## src/rtl/can_mode_pkg.sv

```systemverilog
// package: register map, field layout, reset values and bus carriers of the mode control block
// Functional notes
// - sleep entered only when bus idle
// - sleep acknowledge flag set on sleep entry
// - sleep request refused while wakeup flag set
// - sleep held until cleared; wakeup clears request
// - sleep request clear ignored before sleep entered
// - init request aborts transfers, drops synchronization
// - init acknowledge flag set on init entry
// - init entry resets control and flag registers
// - init reset spares wakeup enable, both requests
// - init reset spares flag bits 3:2 (tx status) and enable bits 5:4
// - configuration registers writable only in init
// - error counters untouched by init mode
// - after init exit, resync on 11 recessive
// - bus-off exit waits 128 recessive runs
// - init request clear ignored before init entered
// - transmit pin recessive in stop, or in wait with CTL0_STOPW set
// - transmit pin recessive on init request
// - control one free in init; enable write-once outside special mode
// - bus activity in sleep clears sleep acknowledge if wakeup enabled
// - wakeup enable decides if traffic restarts
package can_mode_pkg;
    localparam int ADDR_W = 8;

    localparam logic [5:0] IDX_CTL0  = 6'h00;
    localparam logic [5:0] IDX_CTL1  = 6'h01;
    localparam logic [5:0] IDX_BTR0  = 6'h02;
    localparam logic [5:0] IDX_BTR1  = 6'h03;
    localparam logic [5:0] IDX_RFLG  = 6'h04;
    localparam logic [5:0] IDX_RIER  = 6'h05;
    localparam logic [5:0] IDX_TFLG  = 6'h06;
    localparam logic [5:0] IDX_TIER  = 6'h07;
    localparam logic [5:0] IDX_TARQ  = 6'h08;
    localparam logic [5:0] IDX_TAAK  = 6'h09;
    localparam logic [5:0] IDX_TBSEL = 6'h0a;
    localparam logic [5:0] IDX_IDAC  = 6'h0b;
    localparam logic [5:0] IDX_RXERR = 6'h0e;
    localparam logic [5:0] IDX_TXERR = 6'h0f;
    localparam logic [5:0] IDX_IDAR0 = 6'h10;
    localparam logic [5:0] IDX_IDMR0 = 6'h18;

    localparam int CTL0_RXFRM   = 7;
    localparam int CTL0_RXACT   = 6;
    localparam int CTL0_STOPW   = 5;
    localparam int CTL0_SYNCH   = 4;
    localparam int CTL0_WAKE_EN = 2;
    localparam int CTL0_SLP_RQ  = 1;
    localparam int CTL0_INIT_RQ = 0;
    localparam int CTL1_MOD_EN  = 7;
    localparam int CTL1_SLP_AK  = 1;
    localparam int CTL1_INIT_AK = 0;
    localparam int RFLG_WAKE_IF = 7;

    localparam logic [7:0] CTL0_RST   = 8'h00;
    localparam logic [7:0] CTL1_RST   = 8'h00;
    localparam logic [7:0] TFLG_RST   = 8'h07;
    localparam logic [7:0] ZERO_RST   = 8'h00;
    localparam logic [7:0] CTL0_WMASK = 8'h2c;
    localparam logic [7:0] CTL1_WMASK = 8'h7c;
    localparam logic [7:0] CTL0_KEEP  = 8'h07;
    localparam logic [7:0] RFLG_KEEP  = 8'h0c;
    localparam logic [7:0] RIER_KEEP  = 8'h30;
    localparam logic [7:0] RFLG_W1C   = 8'hc3;
    localparam logic [7:0] TFLG_W1C   = 8'h07;

    localparam int RECESSIVE_RUN = 11;
    localparam int BUSOFF_RUNS   = 128;

    localparam logic [1:0] RESP_OKAY   = 2'h0;
    localparam logic [1:0] RESP_DECERR = 2'h3;

    typedef struct packed {
        logic              awvalid;
        logic [ADDR_W-1:0] awaddr;
        logic              wvalid;
        logic [31:0]       wdata;
        logic [3:0]        wstrb;
        logic              bready;
        logic              arvalid;
        logic [ADDR_W-1:0] araddr;
        logic              rready;
    } axil_req_s;

    typedef struct packed {
        logic        awready;
        logic        wready;
        logic        bvalid;
        logic [1:0]  bresp;
        logic        arready;
        logic        rvalid;
        logic [31:0] rdata;
        logic [1:0]  rresp;
    } axil_rsp_s;
endpackage : can_mode_pkg

```

## src/rtl/bus_idle_counter.sv

```systemverilog
// counter of recessive bit runs used to resynchronize after initialization
`timescale 1ns/10ps
module bus_idle_counter #(
    parameter int RUN_LEN = can_mode_pkg::RECESSIVE_RUN,
    parameter int RUNS    = can_mode_pkg::BUSOFF_RUNS
) (
    input  wire logic clk,      // module clock
    input  wire logic rst_n,    // synchronous reset, active low
    input  wire logic restart,  // hold cleared while high
    input  wire logic bit_tick, // one pulse per bit sample
    input  wire logic rx_bit,   // sampled bus level, 1 recessive
    input  wire logic bus_off,  // controller in bus-off
    output logic      done      // idle condition reached
);
    localparam int RW = $clog2(RUN_LEN + 1);
    localparam int NW = $clog2(RUNS + 1);

    if (RUN_LEN < 2 || RUNS < 1) begin : bad_param
        $error("bus_idle_counter: RUN_LEN must be >= 2 and RUNS >= 1");
    end

    typedef struct packed {
        logic [RW-1:0] run;
        logic [NW-1:0] runs;
        logic          boff;
        logic          done;
    } state_s;

    state_s q, d;

    always_comb begin
        d = q;
        if (restart) begin
            d = '0;
            d.boff = bus_off; // bus-off state at the moment of exit decides the wait
        end else if (bit_tick && !q.done) begin
            if (!rx_bit) begin
                d.run = '0;
            end else if (q.run == RW'(RUN_LEN - 1)) begin
                d.run = '0;
                if (!q.boff || q.runs == NW'(RUNS - 1)) begin
                    d.done = 1'b1;
                end else begin
                    d.runs = q.runs + NW'(1);
                end
            end else begin
                d.run = q.run + RW'(1);
            end
        end
    end

    always_ff @(posedge clk) begin
        if (!rst_n) begin
            q <= '0;
        end else begin
            q <= d;
        end
    end

    assign done = q.done;
endmodule : bus_idle_counter

```

## src/rtl/can_mode_control.sv

```systemverilog
// mode control of the CAN controller: sleep and init handshakes, write locks, AXI4-Lite registers
`timescale 1ns/10ps
module can_mode_control #(
    parameter int RUN_LEN = can_mode_pkg::RECESSIVE_RUN,
    parameter int RUNS    = can_mode_pkg::BUSOFF_RUNS
) (
    input  wire logic                    CORE_CLK,     // module clock, 40 MHz
    input  wire logic                    RESET_N,      // synchronous reset, active low
    input  wire can_mode_pkg::axil_req_s S_AXI_REQ,    // AXI4-Lite master to slave
    output can_mode_pkg::axil_rsp_s      S_AXI_RSP,    // AXI4-Lite slave to master
    input  wire logic                    RX_PIN,       // bus level, 1 recessive
    input  wire logic                    BIT_TICK,     // bit sample pulse
    input  wire logic                    TX_BIT,       // bit from transmitter
    input  wire logic                    RX_ACTIVE,    // receiver busy
    input  wire logic                    TX_EMPTY,     // all transmit buffers empty
    input  wire logic                    RX_FRAME,     // valid frame received pulse
    input  wire logic                    BUS_OFF,      // bus-off state
    input  wire logic [3:0]              ERR_STATUS,   // rx hi, rx lo, tx hi, tx lo
    input  wire logic [7:0]              RX_ERR_CNT,   // receive error counter
    input  wire logic [7:0]              TX_ERR_CNT,   // transmit error counter
    input  wire logic                    CPU_WAIT,     // processor in wait
    input  wire logic                    CPU_STOP,     // processor in stop
    input  wire logic                    SPECIAL_MODE, // special system mode
    output logic                         BUS_TX_PIN,   // bus transmit level, 1 recessive
    output logic                         ABORT_XFER,   // abort transfers, level
    output logic                         SYNCHED,      // synchronized to bus
    output logic                         SLEEPING,     // sleep acknowledged
    output logic                         INIT_MODE,    // init acknowledged
    output logic [7:0]                   MODE_CTRL1    // control one contents
);
    typedef struct packed {
        logic [7:0]      ctl0;
        logic [7:0]      ctl1;
        logic [7:0]      btr0;
        logic [7:0]      btr1;
        logic [7:0]      rflg;
        logic [7:0]      rier;
        logic [7:0]      tflg;
        logic [7:0]      tier;
        logic [7:0]      tarq;
        logic [7:0]      taak;
        logic [7:0]      tbsel;
        logic [7:0]      idac;
        logic [7:0][7:0] idar;
        logic [7:0][7:0] idmr;
        logic            en_done;
        logic            synch;
        logic            abort;
        logic            tx_pin;
        logic            aw_got;
        logic            w_got;
        logic [5:0]      waddr;
        logic [7:0]      wdata;
        logic            wstrb0;
        can_mode_pkg::axil_rsp_s rsp;
    } state_s;

    state_s q, d;
    logic   idle_done;
    logic   wr_fire;
    logic   wr_en;
    logic   init_now;
    logic   in_init;
    logic   out_init;
    logic [7:0] wd;

    bus_idle_counter #(
        .RUN_LEN (RUN_LEN),
        .RUNS    (RUNS)
    ) u_idle (
        .clk      (CORE_CLK),
        .rst_n    (RESET_N),
        .restart  (q.ctl0[can_mode_pkg::CTL0_INIT_RQ] | q.ctl1[can_mode_pkg::CTL1_INIT_AK]),
        .bit_tick (BIT_TICK),
        .rx_bit   (RX_PIN),
        .bus_off  (BUS_OFF),
        .done     (idle_done)
    );

    function automatic logic mapped(input logic [5:0] idx);
        mapped = (idx <= can_mode_pkg::IDX_IDAC) || (idx >= can_mode_pkg::IDX_RXERR && !idx[5]);
    endfunction : mapped

    function automatic logic [7:0] read_byte(input state_s s, input logic [5:0] idx);
        logic [7:0] v;
        v = 8'h00;
        case (idx)
            can_mode_pkg::IDX_CTL0: begin
                v = s.ctl0;
                v[can_mode_pkg::CTL0_RXACT] = RX_ACTIVE;
                v[can_mode_pkg::CTL0_SYNCH] = s.synch;
            end
            can_mode_pkg::IDX_CTL1:  v = s.ctl1;
            can_mode_pkg::IDX_BTR0:  v = s.btr0;
            can_mode_pkg::IDX_BTR1:  v = s.btr1;
            can_mode_pkg::IDX_RFLG:  v = s.rflg;
            can_mode_pkg::IDX_RIER:  v = s.rier;
            can_mode_pkg::IDX_TFLG:  v = s.tflg;
            can_mode_pkg::IDX_TIER:  v = s.tier;
            can_mode_pkg::IDX_TARQ:  v = s.tarq;
            can_mode_pkg::IDX_TAAK:  v = s.taak;
            can_mode_pkg::IDX_TBSEL: v = s.tbsel;
            can_mode_pkg::IDX_IDAC:  v = s.idac;
            can_mode_pkg::IDX_RXERR: v = RX_ERR_CNT; // counters pass straight through
            can_mode_pkg::IDX_TXERR: v = TX_ERR_CNT;
            default: begin
                if (idx[5]) begin
                    v = 8'h00;
                end else if (idx >= can_mode_pkg::IDX_IDMR0) begin
                    v = s.idmr[idx[2:0]];
                end else if (idx >= can_mode_pkg::IDX_IDAR0) begin
                    v = s.idar[idx[2:0]];
                end
            end
        endcase
        read_byte = v;
    endfunction : read_byte

    always_comb begin
        d = q;
        // handshake bits live only in these flops, so reads always see settled values
        in_init  = q.ctl0[can_mode_pkg::CTL0_INIT_RQ] & q.ctl1[can_mode_pkg::CTL1_INIT_AK];
        out_init = ~q.ctl0[can_mode_pkg::CTL0_INIT_RQ] & ~q.ctl1[can_mode_pkg::CTL1_INIT_AK];
        wr_fire  = q.aw_got & q.w_got;
        // upper indices answer with an error and must not alias the mask registers
        wr_en    = wr_fire & q.wstrb0 & mapped(q.waddr);
        wd       = q.wdata;

        // write channel: address and data accepted in either order
        if (S_AXI_REQ.awvalid && q.rsp.awready) begin
            d.aw_got = 1'b1;
            d.waddr  = S_AXI_REQ.awaddr[can_mode_pkg::ADDR_W-1:2];
        end
        if (S_AXI_REQ.wvalid && q.rsp.wready) begin
            d.w_got  = 1'b1;
            d.wdata  = S_AXI_REQ.wdata[7:0];
            d.wstrb0 = S_AXI_REQ.wstrb[0];
        end
        if (q.rsp.bvalid && S_AXI_REQ.bready) begin
            d.rsp.bvalid = 1'b0;
        end
        if (wr_fire) begin
            d.aw_got       = 1'b0;
            d.w_got        = 1'b0;
            d.rsp.bvalid   = 1'b1;
            d.rsp.bresp    = mapped(q.waddr) ? can_mode_pkg::RESP_OKAY
                                             : can_mode_pkg::RESP_DECERR;
        end

        if (wr_en) begin
            case (q.waddr)
                can_mode_pkg::IDX_CTL0: begin
                    if (wd[can_mode_pkg::CTL0_INIT_RQ]) begin
                        d.ctl0[can_mode_pkg::CTL0_INIT_RQ] = 1'b1;
                    end else if (in_init) begin
                        d.ctl0[can_mode_pkg::CTL0_INIT_RQ] = 1'b0;
                    end
                    if (out_init) begin
                        d.ctl0 = (d.ctl0 & ~can_mode_pkg::CTL0_WMASK)
                               | (wd & can_mode_pkg::CTL0_WMASK);
                        if (wd[can_mode_pkg::CTL0_RXFRM]) begin
                            d.ctl0[can_mode_pkg::CTL0_RXFRM] = 1'b0;
                        end
                        if (wd[can_mode_pkg::CTL0_SLP_RQ]) begin
                            if (!q.rflg[can_mode_pkg::RFLG_WAKE_IF]) begin
                                d.ctl0[can_mode_pkg::CTL0_SLP_RQ] = 1'b1;
                            end
                        end else if (q.ctl1[can_mode_pkg::CTL1_SLP_AK]) begin
                            d.ctl0[can_mode_pkg::CTL0_SLP_RQ] = 1'b0;
                        end
                    end
                end
                can_mode_pkg::IDX_CTL1: begin
                    if (in_init) begin
                        d.ctl1 = (q.ctl1 & ~can_mode_pkg::CTL1_WMASK)
                               | (wd & can_mode_pkg::CTL1_WMASK);
                        if (SPECIAL_MODE || !q.en_done) begin
                            d.ctl1[can_mode_pkg::CTL1_MOD_EN] = wd[can_mode_pkg::CTL1_MOD_EN];
                            d.en_done = 1'b1;
                        end
                    end
                end
                can_mode_pkg::IDX_BTR0: if (in_init) d.btr0 = wd;
                can_mode_pkg::IDX_BTR1: if (in_init) d.btr1 = wd;
                can_mode_pkg::IDX_IDAC: if (in_init) d.idac = wd;
                can_mode_pkg::IDX_RFLG: begin
                    if (out_init) d.rflg = q.rflg & ~(wd & can_mode_pkg::RFLG_W1C);
                end
                can_mode_pkg::IDX_RIER:  if (out_init) d.rier = wd;
                can_mode_pkg::IDX_TFLG: begin
                    if (out_init) d.tflg = q.tflg & ~(wd & can_mode_pkg::TFLG_W1C);
                end
                can_mode_pkg::IDX_TIER:  if (out_init) d.tier = wd;
                can_mode_pkg::IDX_TARQ:  if (out_init) d.tarq = wd;
                can_mode_pkg::IDX_TBSEL: if (out_init) d.tbsel = wd;
                default: begin
                    if (in_init && q.waddr >= can_mode_pkg::IDX_IDMR0) begin
                        d.idmr[q.waddr[2:0]] = wd;
                    end else if (in_init && q.waddr >= can_mode_pkg::IDX_IDAR0) begin
                        d.idar[q.waddr[2:0]] = wd;
                    end
                end
            endcase
        end

        // hardware events after software, so a set in the clearing cycle wins
        if (RX_FRAME) begin
            d.ctl0[can_mode_pkg::CTL0_RXFRM] = 1'b1;
        end
        d.rflg[5:2] = ERR_STATUS;

        if (q.ctl0[can_mode_pkg::CTL0_SLP_RQ] && !q.ctl1[can_mode_pkg::CTL1_SLP_AK]
            && !RX_ACTIVE && TX_EMPTY) begin
            d.ctl1[can_mode_pkg::CTL1_SLP_AK] = 1'b1;
        end
        if (!d.ctl0[can_mode_pkg::CTL0_SLP_RQ]) begin
            d.ctl1[can_mode_pkg::CTL1_SLP_AK] = 1'b0;
        end
        // dominant level while asleep wakes only with wakeup enabled
        if (q.ctl1[can_mode_pkg::CTL1_SLP_AK] && q.ctl0[can_mode_pkg::CTL0_WAKE_EN]
            && !RX_PIN) begin
            d.ctl0[can_mode_pkg::CTL0_SLP_RQ]  = 1'b0;
            d.ctl1[can_mode_pkg::CTL1_SLP_AK]  = 1'b0;
            d.rflg[can_mode_pkg::RFLG_WAKE_IF] = 1'b1;
        end

        d.ctl1[can_mode_pkg::CTL1_INIT_AK] = q.ctl0[can_mode_pkg::CTL0_INIT_RQ];
        init_now = d.ctl0[can_mode_pkg::CTL0_INIT_RQ] & d.ctl1[can_mode_pkg::CTL1_INIT_AK];
        if (init_now) begin
            d.ctl0  = (can_mode_pkg::CTL0_RST & ~can_mode_pkg::CTL0_KEEP)
                    | (d.ctl0 & can_mode_pkg::CTL0_KEEP);
            d.rflg  = (can_mode_pkg::ZERO_RST & ~can_mode_pkg::RFLG_KEEP)
                    | (d.rflg & can_mode_pkg::RFLG_KEEP);
            d.rier  = (can_mode_pkg::ZERO_RST & ~can_mode_pkg::RIER_KEEP)
                    | (d.rier & can_mode_pkg::RIER_KEEP);
            d.tflg  = can_mode_pkg::TFLG_RST;
            d.tier  = can_mode_pkg::ZERO_RST;
            d.tarq  = can_mode_pkg::ZERO_RST;
            d.taak  = can_mode_pkg::ZERO_RST;
            d.tbsel = can_mode_pkg::ZERO_RST;
        end

        d.abort = d.ctl0[can_mode_pkg::CTL0_INIT_RQ];
        d.synch = ~d.ctl0[can_mode_pkg::CTL0_INIT_RQ] & ~d.ctl1[can_mode_pkg::CTL1_INIT_AK]
                & ~d.ctl1[can_mode_pkg::CTL1_SLP_AK] & idle_done;
        // pin is taken from next-state values so it goes recessive at the same edge
        if (d.ctl0[can_mode_pkg::CTL0_INIT_RQ]) begin
            d.tx_pin = 1'b1;
        end else if (CPU_STOP || (CPU_WAIT && d.ctl0[can_mode_pkg::CTL0_STOPW])) begin
            d.tx_pin = 1'b1;
        end else if (!d.synch || !d.ctl1[can_mode_pkg::CTL1_MOD_EN]) begin
            d.tx_pin = 1'b1;
        end else begin
            d.tx_pin = TX_BIT;
        end

        // read channel: one outstanding read
        if (q.rsp.rvalid && S_AXI_REQ.rready) begin
            d.rsp.rvalid = 1'b0;
        end
        if (S_AXI_REQ.arvalid && q.rsp.arready) begin
            d.rsp.rvalid = 1'b1;
            d.rsp.rdata  = {24'h000000,
                            read_byte(q, S_AXI_REQ.araddr[can_mode_pkg::ADDR_W-1:2])};
            d.rsp.rresp  = mapped(S_AXI_REQ.araddr[can_mode_pkg::ADDR_W-1:2])
                         ? can_mode_pkg::RESP_OKAY : can_mode_pkg::RESP_DECERR;
        end
        d.rsp.arready = ~d.rsp.rvalid;
        d.rsp.awready = ~d.aw_got & ~d.rsp.bvalid;
        d.rsp.wready  = ~d.w_got & ~d.rsp.bvalid;
    end

    always_ff @(posedge CORE_CLK) begin
        if (!RESET_N) begin
            q             <= '0;
            q.ctl0        <= can_mode_pkg::CTL0_RST;
            q.ctl1        <= can_mode_pkg::CTL1_RST;
            q.tflg        <= can_mode_pkg::TFLG_RST;
            q.tx_pin      <= 1'b1;
            q.rsp.awready <= 1'b1;
            q.rsp.wready  <= 1'b1;
            q.rsp.arready <= 1'b1;
        end else begin
            q <= d;
        end
    end

    assign S_AXI_RSP  = q.rsp;
    assign BUS_TX_PIN = q.tx_pin;
    assign ABORT_XFER = q.abort;
    assign SYNCHED    = q.synch;
    assign SLEEPING   = q.ctl1[can_mode_pkg::CTL1_SLP_AK];
    assign INIT_MODE  = q.ctl1[can_mode_pkg::CTL1_INIT_AK];
    assign MODE_CTRL1 = q.ctl1;
endmodule : can_mode_control

```

## config.mk

```make
export PLATFORM = sky130hd
export DESIGN_NAME = can_mode_control
export DESIGN_NICKNAME = d
export VERILOG_FILES = /design/src/rtl/can_mode_pkg.sv /design/src/rtl/bus_idle_counter.sv /design/src/rtl/can_mode_control.sv
export SDC_FILE = /design/constraint.sdc
export NUM_CORES = 1
export LEC_CHECK = 0
export BUFFER_PORTS_ARGS = -buffer_cell sky130_fd_sc_hd__buf_2
export CORE_MARGIN = 3
export CORE_UTILIZATION = 50
export DETAILED_ROUTE_END_ITERATION = 8
export GPL_ROUTABILITY_DRIVEN = 0
export PLACE_DENSITY = 0.73
export RECOVER_POWER = 50
export SETUP_SLACK_MARGIN = 0.1
export SYNTH_ARGS = -nofsm -noshare
export SYNTH_HDL_FRONTEND = slang
export SYNTH_SLANG_ARGS = --single-unit
```

## constraint.sdc

```tcl
create_clock -name CORE_CLK -period 1.8 [get_ports CORE_CLK]
set_input_delay 0.27 -clock CORE_CLK [delete_from_list [all_inputs] [get_ports CORE_CLK]]
set_output_delay 0.27 -clock CORE_CLK [all_outputs]
set_load 0.02 [all_outputs]
```

# --- Word level (Yosys, flattened, before mapping) ---
# Cells that the tools add are included.
word_totals:
  regBits: 268
  latch_bits: 0
  mem_bits_rw: 0
  romBits: 0
  input_bits: 89
  output_inout_bits: 54
  wordCells: 244
  n_memories: 0
op_classes:
  n_addsub: 2
  mul: 0
  n_div: 0
  order_cmp: 11
  eq_ne: 25
  n_shift: 0
  mux: 58
  bitwise: 30
  reduce_logical: 63
op_table:
  columns: ["operator", "n"]
  rows:
  - ["$mux W8", 24]
  - ["$bwmux W64", 2]
  - ["$pmux W8 S14", 1]
  - ["$mux W72", 1]
  - ["$eq A6 B4 Y1 const B", 9]
  - ["$bmux W8 S3", 2]
  - ["$eq A6 B3 Y1 const B", 8]
  - ["$reduce_and A3 Y1", 14]
  - ["$mux W35", 1]
  - ["$demux W8 S3", 1]
  - ["$eq A6 B2 Y1 const B", 4]
  - ["$ge A6 B5 Y1 const B", 4]
  - ["$mux W1", 19]
  - ["$logic_and A1 B1 Y1", 17]
  - ["$and A8 B8 Y8", 2]
  - ["$reduce_and A4 Y1", 4]
  - ["$eq A6 B1 Y1 const B", 2]
  - ["$ge A6 B4 Y1 const B", 2]
  - ["$le A6 B4 Y1 const B", 2]
  - ["$logic_not A6 Y1", 2]
  - ["$not A1 Y1", 12]
  - ["$reduce_bool A2 Y1", 6]
  - ["$and A1 B1 Y1", 11]
  - ["$reduce_or A11 Y1", 1]
  - ["19 further kinds", 38]

# --- Longest topological paths before layout ---
# Gate-level depths: netlist of the first run.
depth:
  word_depth: 20
  mapped_depth: 8
  ltp_nobuf: 7

# --- Hierarchy ---
# A second synthesis of the first run with hierarchy kept.
hier_totals:
  hier_cells: 1332
  area_unflattened_um2: 12351.8
modules_own_cells:
  columns: ["mod", "instances", "cells_each", "area_per_inst_um2", "seq_area_each_um2"]
  rows:
  - ["can_mode_control", 1, 1249, 11622.4, 4884.7]
  - ["bus_idle_counter", 1, 83, 729.4, 280.3]

# --- Least setup slack after synthesis of the first run ---
# OpenSTA, ideal clock, no wires.
synth_timing:
  path_type: "register to register"
  start: "register q (netlist bit MODE_CTRL1[0])"
  end: "register q[182] (netlist bit)"
  setup_time_ps: 117
  t_arrival_ps: 1845
  t_required_ps: 1683
  path_slack_ps: -163
  path_stages_with_launch: 8
  n_path_buf: 2
  period_less_slack_ps: 1963
  path_cell_list: "dfxtp_1 clkbuf_1 and4b_1 and3_1 clkbuf_1 nand3_1 mux2i_1 nor2b_1"
synth_via:
  elab_chain_len: 4
  elab_cells_between_ends: 5
  cone_classes: "bitwise (2); reduce/logical (3)"
synth_lines:
  columns: ["element", "line", "source"]
  rows:
  - ["from (decl)", "can_mode_control.sv:58", "state_s q, d;"]
  - ["$and A1 B1 Y1 *", "can_mode_control.sv:122", "in_init = q.ctl0[can_mode_pkg::CTL0_INIT_RQ] & q.ctl1[can_mode_pkg::CTL1_INIT_AK];"]
  - ["$logic_and A1 B1 Y1", "can_mode_control.sv:197", "if (in_init && q.waddr >= can_mode_pkg::IDX_IDMR0) begin"]
  - ["$not A1 Y1 (no line)", null, null]
  - ["$reduce_and A4 Y1 (no line) *", null, null]
# Mark *: on every way between the ends. The rest lies on a longest branch, timed or not.
# A chain may end at the register's enable or synchronous reset.

# --- Final worst setup path of the first run ---
layout_timing:
  start: "register q[54] (netlist bit)"
  end: "register q (netlist bit BUS_TX_PIN)"
layout_via:
  elab_chain_len: 14
  elab_cells_between_ends: 26
  cone_classes: "order compare (2); eq/ne (1); mux (7); bitwise (7); reduce/logical (9)"
layout_lines:
  columns: ["element", "line", "source"]
  rows:
  - ["$ge A6 B4 Y1", "can_mode_control.sv:81", "mapped = (idx <= can_mode_pkg::IDX_IDAC) || (idx >= can_mode_pkg::IDX_RXERR && !idx[5]);"]
  - ["$logic_and A1 B1 Y1", "can_mode_control.sv:81", null]
  - ["$logic_or A1 B1 Y1", "can_mode_control.sv:81", null]
  - ["$and A1 B1 Y1", "can_mode_control.sv:126", "wr_en = wr_fire & q.wstrb0 & mapped(q.waddr);"]
  - ["$mux W72 *", "can_mode_control.sv:150", "if (wr_en) begin"]
  - ["$mux W1", "can_mode_control.sv:212", "if (q.ctl0[can_mode_pkg::CTL0_SLP_RQ] && !q.ctl1[can_mode_pkg::CTL1_SLP_AK]"]
  - ["$mux W1", "can_mode_control.sv:216", "if (!d.ctl0[can_mode_pkg::CTL0_SLP_RQ]) begin"]
  - ["$mux W1", "can_mode_control.sv:220", "if (q.ctl1[can_mode_pkg::CTL1_SLP_AK] && q.ctl0[can_mode_pkg::CTL0_WAKE_EN]"]
  - ["$not A1 Y1", "can_mode_control.sv:245", "& ~d.ctl1[can_mode_pkg::CTL1_SLP_AK] & idle_done;"]
  - ["$and A1 B1 Y1 (2 in a row)", "can_mode_control.sv:245", null]
  - ["$logic_not A1 Y1", "can_mode_control.sv:251", "end else if (!d.synch || !d.ctl1[can_mode_pkg::CTL1_MOD_EN]) begin"]
  - ["$logic_or A1 B1 Y1", "can_mode_control.sv:251", null]
  - ["$reduce_or A4 Y1 (no line) *", null, null]
# Mark *: on every way between the ends. The rest lies on a longest branch, timed or not. The select of a mux whose other input is x is not followed.

==> impl_results.md, run 1 <==
* Status: finished, violations left
* Failing checks: negative setup slack
* Vias/cell at 5.62
* Total congestion overflow at 0
* Die Height at 164 um
* Layout cells sized above 1 at 22.9%
* Post-route clock period utilization at 105%
* Post-synthesis area per instance at 9.46 um2
* Vias at 10100
* Worst skew pair latency at 540 ps
* CTS clk-pin slew, worst paths at 60 ps
* Vias in the first global route at 9945
* First-pass GRT wire length at 52.6 mm
* RSZ-0062 raised after global routing: true
* Number of distinct library cells after synthesis at 71
* Clock Tree Buf Depth at 3
* R2R setup slack at -90 ps
* Rows at 57
* Startpoint Class: flop
* Fill cell count at 1969
* Flop pwr share at 45.1%
* Worst Path Required at 2200 ps
* Net Sw Power at 3.04 mW
* Die ar. at 26900 um2
* Worst vdd ir at 0.713 mV
* N_diodes at 0
* Router iterations before antenna repair at 6
* Number of synthesized register bits at 258
* Area of the multi-input gates at 6750 um2
* Combinational share of power at 9.3%
* Iter 0 DRT Violations at 739
* Initial Util at 51.1%
* Largest net degree at the start of global routing at 65
* Ys Warns at 0
* Root buffer cell: clkbuf_16
* Sw Share at 23.5%
* # setup viols final at 7
* Slew Viols, Final at 0
* Crit path arrival time at 2290 ps
* Post-route setup slack at -89.0 ps
* Clk network pwr share at 45.7%
* Crit Path Class: reg -> reg
* TritonCTS Buffers at 27
* I/O Buffers at 87
* Hold Worst Slack at 7.61 ps
* Mapped Cells at 1322
* Share of the yosys chip area belonging to registers at 41.3%
* Dpl hpwl at 22.8 mm
* Min-delay worst type: in -> reg
* Layout Area Growth over Synthesis at 22.3%
* Internal at 9.89 mW
* Number of flops mapped to enable cells by yosys at 0
* DP Worst Slack at -232 ps
* PwrDens at 846 nW/um2
* DR DRC count at 0
* Final instance area at 15300 um2
* Slew headroom at 53.7%
* Critical Path End Type: flop
* Endpoints failing hold at 0
* CTS Sinks at 258
* Final setup TNS at -317 ps
* Synthesized area at 12500 um2
* Ys async rst share at 0%
* GRT Resource Usage Total at 24.4%
* Worst Tran Pin Value at 695 ps
* H-tree depth at 1
* CTS tree: built
* Main synth FF type: dfxtp_1
* Final net count at 1550
* Leak at 5.91 nW
* Cell area after placement at 13900 um2
* Max Cap Viol at 0
* Die Wd at 164 um
* Antenna violations before repair at 1
* Storage cell area at 5190 um2
* Core Box Area at 24500 um2
* Fmax at 0.529 GHz
* Final wirelength at 33.5 mm
* WL/cell at 18.6 um
* Antenna-violating nets left at 0
* Clk_skew at 15.3 ps
* Final min period at 1890 ps
* I/O pins at 143
* Crit path max fanout at 3
## worst paths after layout
kind	start	to	depth (start not counted)
worst max-delay path	q[54]$_SDFFE_PN0P_	BUS_TX_PIN$_SDFF_PP1_	6
worst min-delay path	S_AXI_REQ[19]	wd[4]$_SDFFE_PN0P_	3
worst max register to register	q[54]$_SDFFE_PN0P_	BUS_TX_PIN$_SDFF_PP1_	6
worst min register to register	q[176]$_SDFFE_PN0P_	q[176]$_SDFFE_PN0P_	2
## per-layer routing
metal | global-route usage [%] | routed length, um
met1 | 30.3 | 13900
met2 | 41.8 | 16300
met3 | 4.49 | 2100
met4 | 9.96 | 1220
met5 | 0 | 13
## power by group through the flow
stage	combinational, mW	clock (mW)	sequential [mW]
floorplan	0.764	0	5.93
global placement	1.14	0	5.94
detailed placement	1.15	0	5.94
CTS	1.19	5.98	5.83
global route	1.28	6.20	5.83
finish	1.20	5.90	5.83
## stage by stage
| stage | cells | util (%) | power (mW) |
|---|---|---|---|
| 2_1_floorplan | 1345 | - | 6.69 |
| 3_3_place_gp | 1726 | 56.9 | 7.08 |
| 3_5_place_dp | 1726 | 56.9 | 7.09 |
| 4_1_cts | 1800 | 62.3 | 13.0 |
| 5_1_grt | 1802 | 62.5 | 13.3 |
| 6_report | 1802 | 62.5 | 12.9 |
## cell type report
class	instances	area share, %
clock buffer	37	4.93
clock inverter	12	1.25
inverter	14	0.344
multi-input combinational	921	44.1
sequential	258	33.9
tap	324	2.65
timing repair buffer	236	12.8
## critical path, stage by stage (launching register included)
cell	delay [ps]
dfxtp_1	310
or4_4	560
buf_6	140
nor4_4	250
a31oi_2	160
a211oi_2	220
nand4b_1	110
## cell usage in the layout, fill, tap and decap left out, types with 6 or more instances in the layout
master	instances
dfxtp_1	252
mux2i_1	149
nand2_1	149
nor2b_1	99
nand3_1	99
buf_4	96
buf_2	57
nor2_1	49
a21boi_0	44
a21boi_1	39
clkbuf_1	36
mux4_2	32
a21oi_1	31
clkbuf_16	27
buf_12	27
conb_1	24
o21ai_0	18
dlygate4sd3_1	14
inv_1	13
and3_1	13
nor3_1	12
nand2_2	10
buf_6	9
a221oi_1	8
nand3b_1	7
a31oi_1	7
dfxtp_4	6
xor2_1	6
and2_1	6
nor4_1	6
## kinds of logic after synthesis
kind of cell	after synthesis	synth area share (%)
fa+ha+maj	3	0.300
compound gates	188	10.6
mux	187	18.2
other cells	1	0.0300
simple gates	511	21.9
xor+xnor	7	0.490
flops	258	41.3
buf+inv	167	7.16
## synthesized netlist by cell type (5+ instances only)
cell type / number / area share [%]
dfxtp_1: 258 / 41
nand2_1: 161 / 4.8
mux2i_1: 152 / 12
nand3_1: 101 / 4.0
nor2b_1: 101 / 5.1
a21boi_0: 80 / 4.8
clkbuf_1: 64 / 1.9
buf_4: 53 / 3.2
nor2_1: 49 / 1.5
mux4_2: 32 / 5.8
a21oi_1: 31 / 1.2
buf_2: 26 / 1.0
o21ai_0: 19 / 0.76
nor3_1: 16 / 0.64
and2_1: 15 / 0.75
and3_1: 14 / 0.70
inv_1: 14 / 0.42
a221oi_1: 9 / 0.63
a31oi_1: 8 / 0.40
nand3b_1: 7 / 0.42
nor4_1: 6 / 0.30
xor2_1: 6 / 0.42
buf_1: 5 / 0.15
buf_6: 5 / 0.45
nand4_1: 5 / 0.25
## state kept, by name, summed over array words and instances, names as in the netlist
| signal | flops |
|---|---|
| MODE_CTRL1 | 8 |
| u_idle.done | 1 |
| q | 210 |
| d | 1 |
| SYNCHED | 1 |
| BUS_TX_PIN | 1 |
| wd | 8 |
| S_AXI_RSP | 15 |
| u_idle.q | 13 |
## timing repair
| action | in CTS | in global routing |
|---|---|---|
| cloned | 2 | 0 |
| hold endpoints to repair | 13 | 0 |
| buffers inserted | 10 | 2 |
| gates resized for setup | 36 | 38 |
| hold buffers | 14 | 0 |
| pin swaps | 9 | 5 |
| setup endpoints to repair | 157 | 159 |
Note: power is estimated with default switching activity, not from simulation.
==> run 2, diff against run 1 <==
--- a/config.mk
+++ b/config.mk
@@ -12,6 +12,7 @@
 export GPL_ROUTABILITY_DRIVEN = 0
 export PLACE_DENSITY = 0.73
 export RECOVER_POWER = 50
+export REMOVE_ABC_BUFFERS = 1
 export SETUP_SLACK_MARGIN = 0.1
 export SYNTH_ARGS = -nofsm -noshare
 export SYNTH_HDL_FRONTEND = slang
==> run 2 against run 1 <==
- critical endpoint unchanged
- combinational power is 16% higher
- sequential cell count is the same
- power down 0.95%
- the flow still finishes with violations (negative setup slack)
- critical path type unchanged
- utilization up 4.7 points
==> impl_results.md, run 2 (synthesized netlist as in run 1, its figures left out) <==
* PwrDens at 779 nW/um2
* Dpl hpwl at 23.4 mm
* Final setup TNS at -3220 ps
* # setup viols final at 67
* Layout Area Growth over Synthesis at 31.5%
* Final wirelength at 39.1 mm
* Dpl cells at 1726
* Gr busiest metal: met2
* Total congestion overflow at 0
* Global Route met2 Usage at 45.2%
* Iter 0 DRT Violations at 1074
* Vias in the first global route at 10300
* Startpoint Class: flop
* Layout cells sized above 1 at 31.2%
* Commonest non-fill, non-tap cell in the layout: dfxtp_1
* Largest register FFs at 210
* Critical Path End Type: flop
* CTS clk-pin slew, worst paths at 60 ps
* I/O Buffers at 87
* Max Cap Viol at 0
* Hold-critical path depth at 3
* Crit path max fanout at 3
* First-pass GRT wire length at 55.7 mm
* Die Wd at 164 um
* Router iterations before antenna repair at 6
* Critical Path Slowest Stage Cell: or4_4
* Initial Util at 51.1%
* WL/cell at 21.3 um
* Slew headroom at 34.5%
* H-tree depth at 1
* Worst Path Required at 2200 ps
* CP cell instances: or4_4 > nor4_4 > mux2i_1 > nand3b_1 > nand4b_1
* Max incr delay on CP at 580 ps
* Antenna-violating nets left at 0
* CTS tree: built
* Vias at 10800
* Post-route setup slack at -139 ps
* Most frequent cells in the layout: dfxtp_1 (249), mux2i_1 (136), nand2_1 (136), nor2b_1 (100), buf_4 (97)
* GR Util met3 at 3.91%
* Rows at 57
* Worst R2R End: BUS_TX_PIN$_SDFF_PP1_
* Hold Startpoint: S_AXI_REQ[19]
* Final min period at 1940 ps
* Core Box Area at 24500 um2
* Fmax at 0.516 GHz
* Post-route clock period utilization at 108%
* Clk_skew at 10.9 ps
* Antenna violations before repair at 1
* Root buffer cell: clkbuf_16
* Slew Viols, Final at 0
* DP Worst Slack at -207 ps
* Min-delay worst type: in -> reg
* Hold worst-path end: wd[4]$_SDFFE_PN0P_
* Hold Worst Slack at 12.5 ps
* Crit Path Class: reg -> reg
* RSZ-0062 raised after global routing: true
* Reg2reg path depth at 5
* Final net count at 1589
* N_diodes at 0
* Vias/cell at 5.89
* Crit path arrival time at 2340 ps
* Die ar. at 26900 um2
* Clock Tree Buf Depth at 3
* Top reg by flops: q
* Post-Layout Cell Count at 1838
* I/O pins at 143
* Largest net degree at the start of global routing at 109
* Failing checks: negative setup slack
* R2R setup slack at -140 ps
* R2R Path Start: q[50]$_SDFFE_PN0P_
* Worst Tran Pin Value at 982 ps
* DR DRC count at 0
* Grt met1 use at 32.9%
* GRT Resource Usage Total at 26.1%
* Die Height at 164 um
* Endpoints failing hold at 0
* Leak at 6.09 nW
* Final Util at 67.2%
* TritonCTS Buffers at 27
* Worst skew pair latency at 530 ps
* Status: finished, violations left
* Worst vdd ir at 0.668 mV
* CTS Sinks at 258
run 2: cell count changes in the layout (fill, tap and decap cells not counted), sizes merged:
cell and change:
nand4b -1, bufinv -3, bufbuf -1, clkinvlp -1
buf +33, dlygate4sd3 -1, clkbuf +11, inv -1
run 2: area by class of cell:
type | instances | area, um2
clock buffers | 39 | 791
clock inverters | 7 | 85.1
fillers | 1724 | 8010
inverters | 14 | 52.6
multi-input cells | 920 | 7390
flip-flops and latches | 258 | 5180
well taps | 324 | 405
repair buffers | 276 | 2550
run 2: worst max-delay path, delay by kind of cell, from the launching register on:
kind | cells | cell delay (ps)
mux | 1 | 320
simple gates | 4 | 1170
flops | 1 | 320
run 2: stage by stage:
stage	instance area, um2	power, mW
finish	16400	12.8
global route	16400	13.2
CTS	15200	12.7
detailed placement	13800	7.08
global placement	13800	7.07
floorplan	11700	6.44
run 2: what timing repair did:
| item | CTS | global route |
|---|---|---|
| pin swaps | 11 | 64 |
| buffers inserted | 20 | 23 |
| hold endpoints to repair | 11 | 1 |
| hold buffers | 12 | 1 |
| resized for setup | 84 | 244 |
| endpoints found under the setup margin | 197 | 202 |
| gates cloned | 3 | 10 |
run 2: worst max path at each step:
stage / from / to / cells after the start / slack, ps
floorplan: MODE_CTRL1[0]$_SDFF_PN0_ / q[125]$_SDFFE_PN0P_ / 5 / -770
global placement: d[270]$_SDFF_PN0_ / q[110]$_SDFFE_PN0P_ / 6 / -140
detailed placement: q[50]$_SDFFE_PN0P_ / BUS_TX_PIN$_SDFF_PP1_ / 5 / -210
CTS: q[50]$_SDFFE_PN0P_ / BUS_TX_PIN$_SDFF_PP1_ / 5 / -50
global route: q[50]$_SDFFE_PN0P_ / BUS_TX_PIN$_SDFF_PP1_ / 5 / -230
finish: q[50]$_SDFFE_PN0P_ / BUS_TX_PIN$_SDFF_PP1_ / 5 / -140
run 2: layer usage:
metal,part of all wire (%),vias to the layer above
met1,39,5245
met2,50,525
li1,-,4916
met3,6.8,140
met5,0.028,-
met4,4.3,2
run 2: where the power goes:
group | switching [mW] | internal (mW)
Combinational | 0.827 | 0.565
Clock | 2.28 | 3.30
Sequential | 0.0625 | 5.78
Total | 3.17 | 9.64
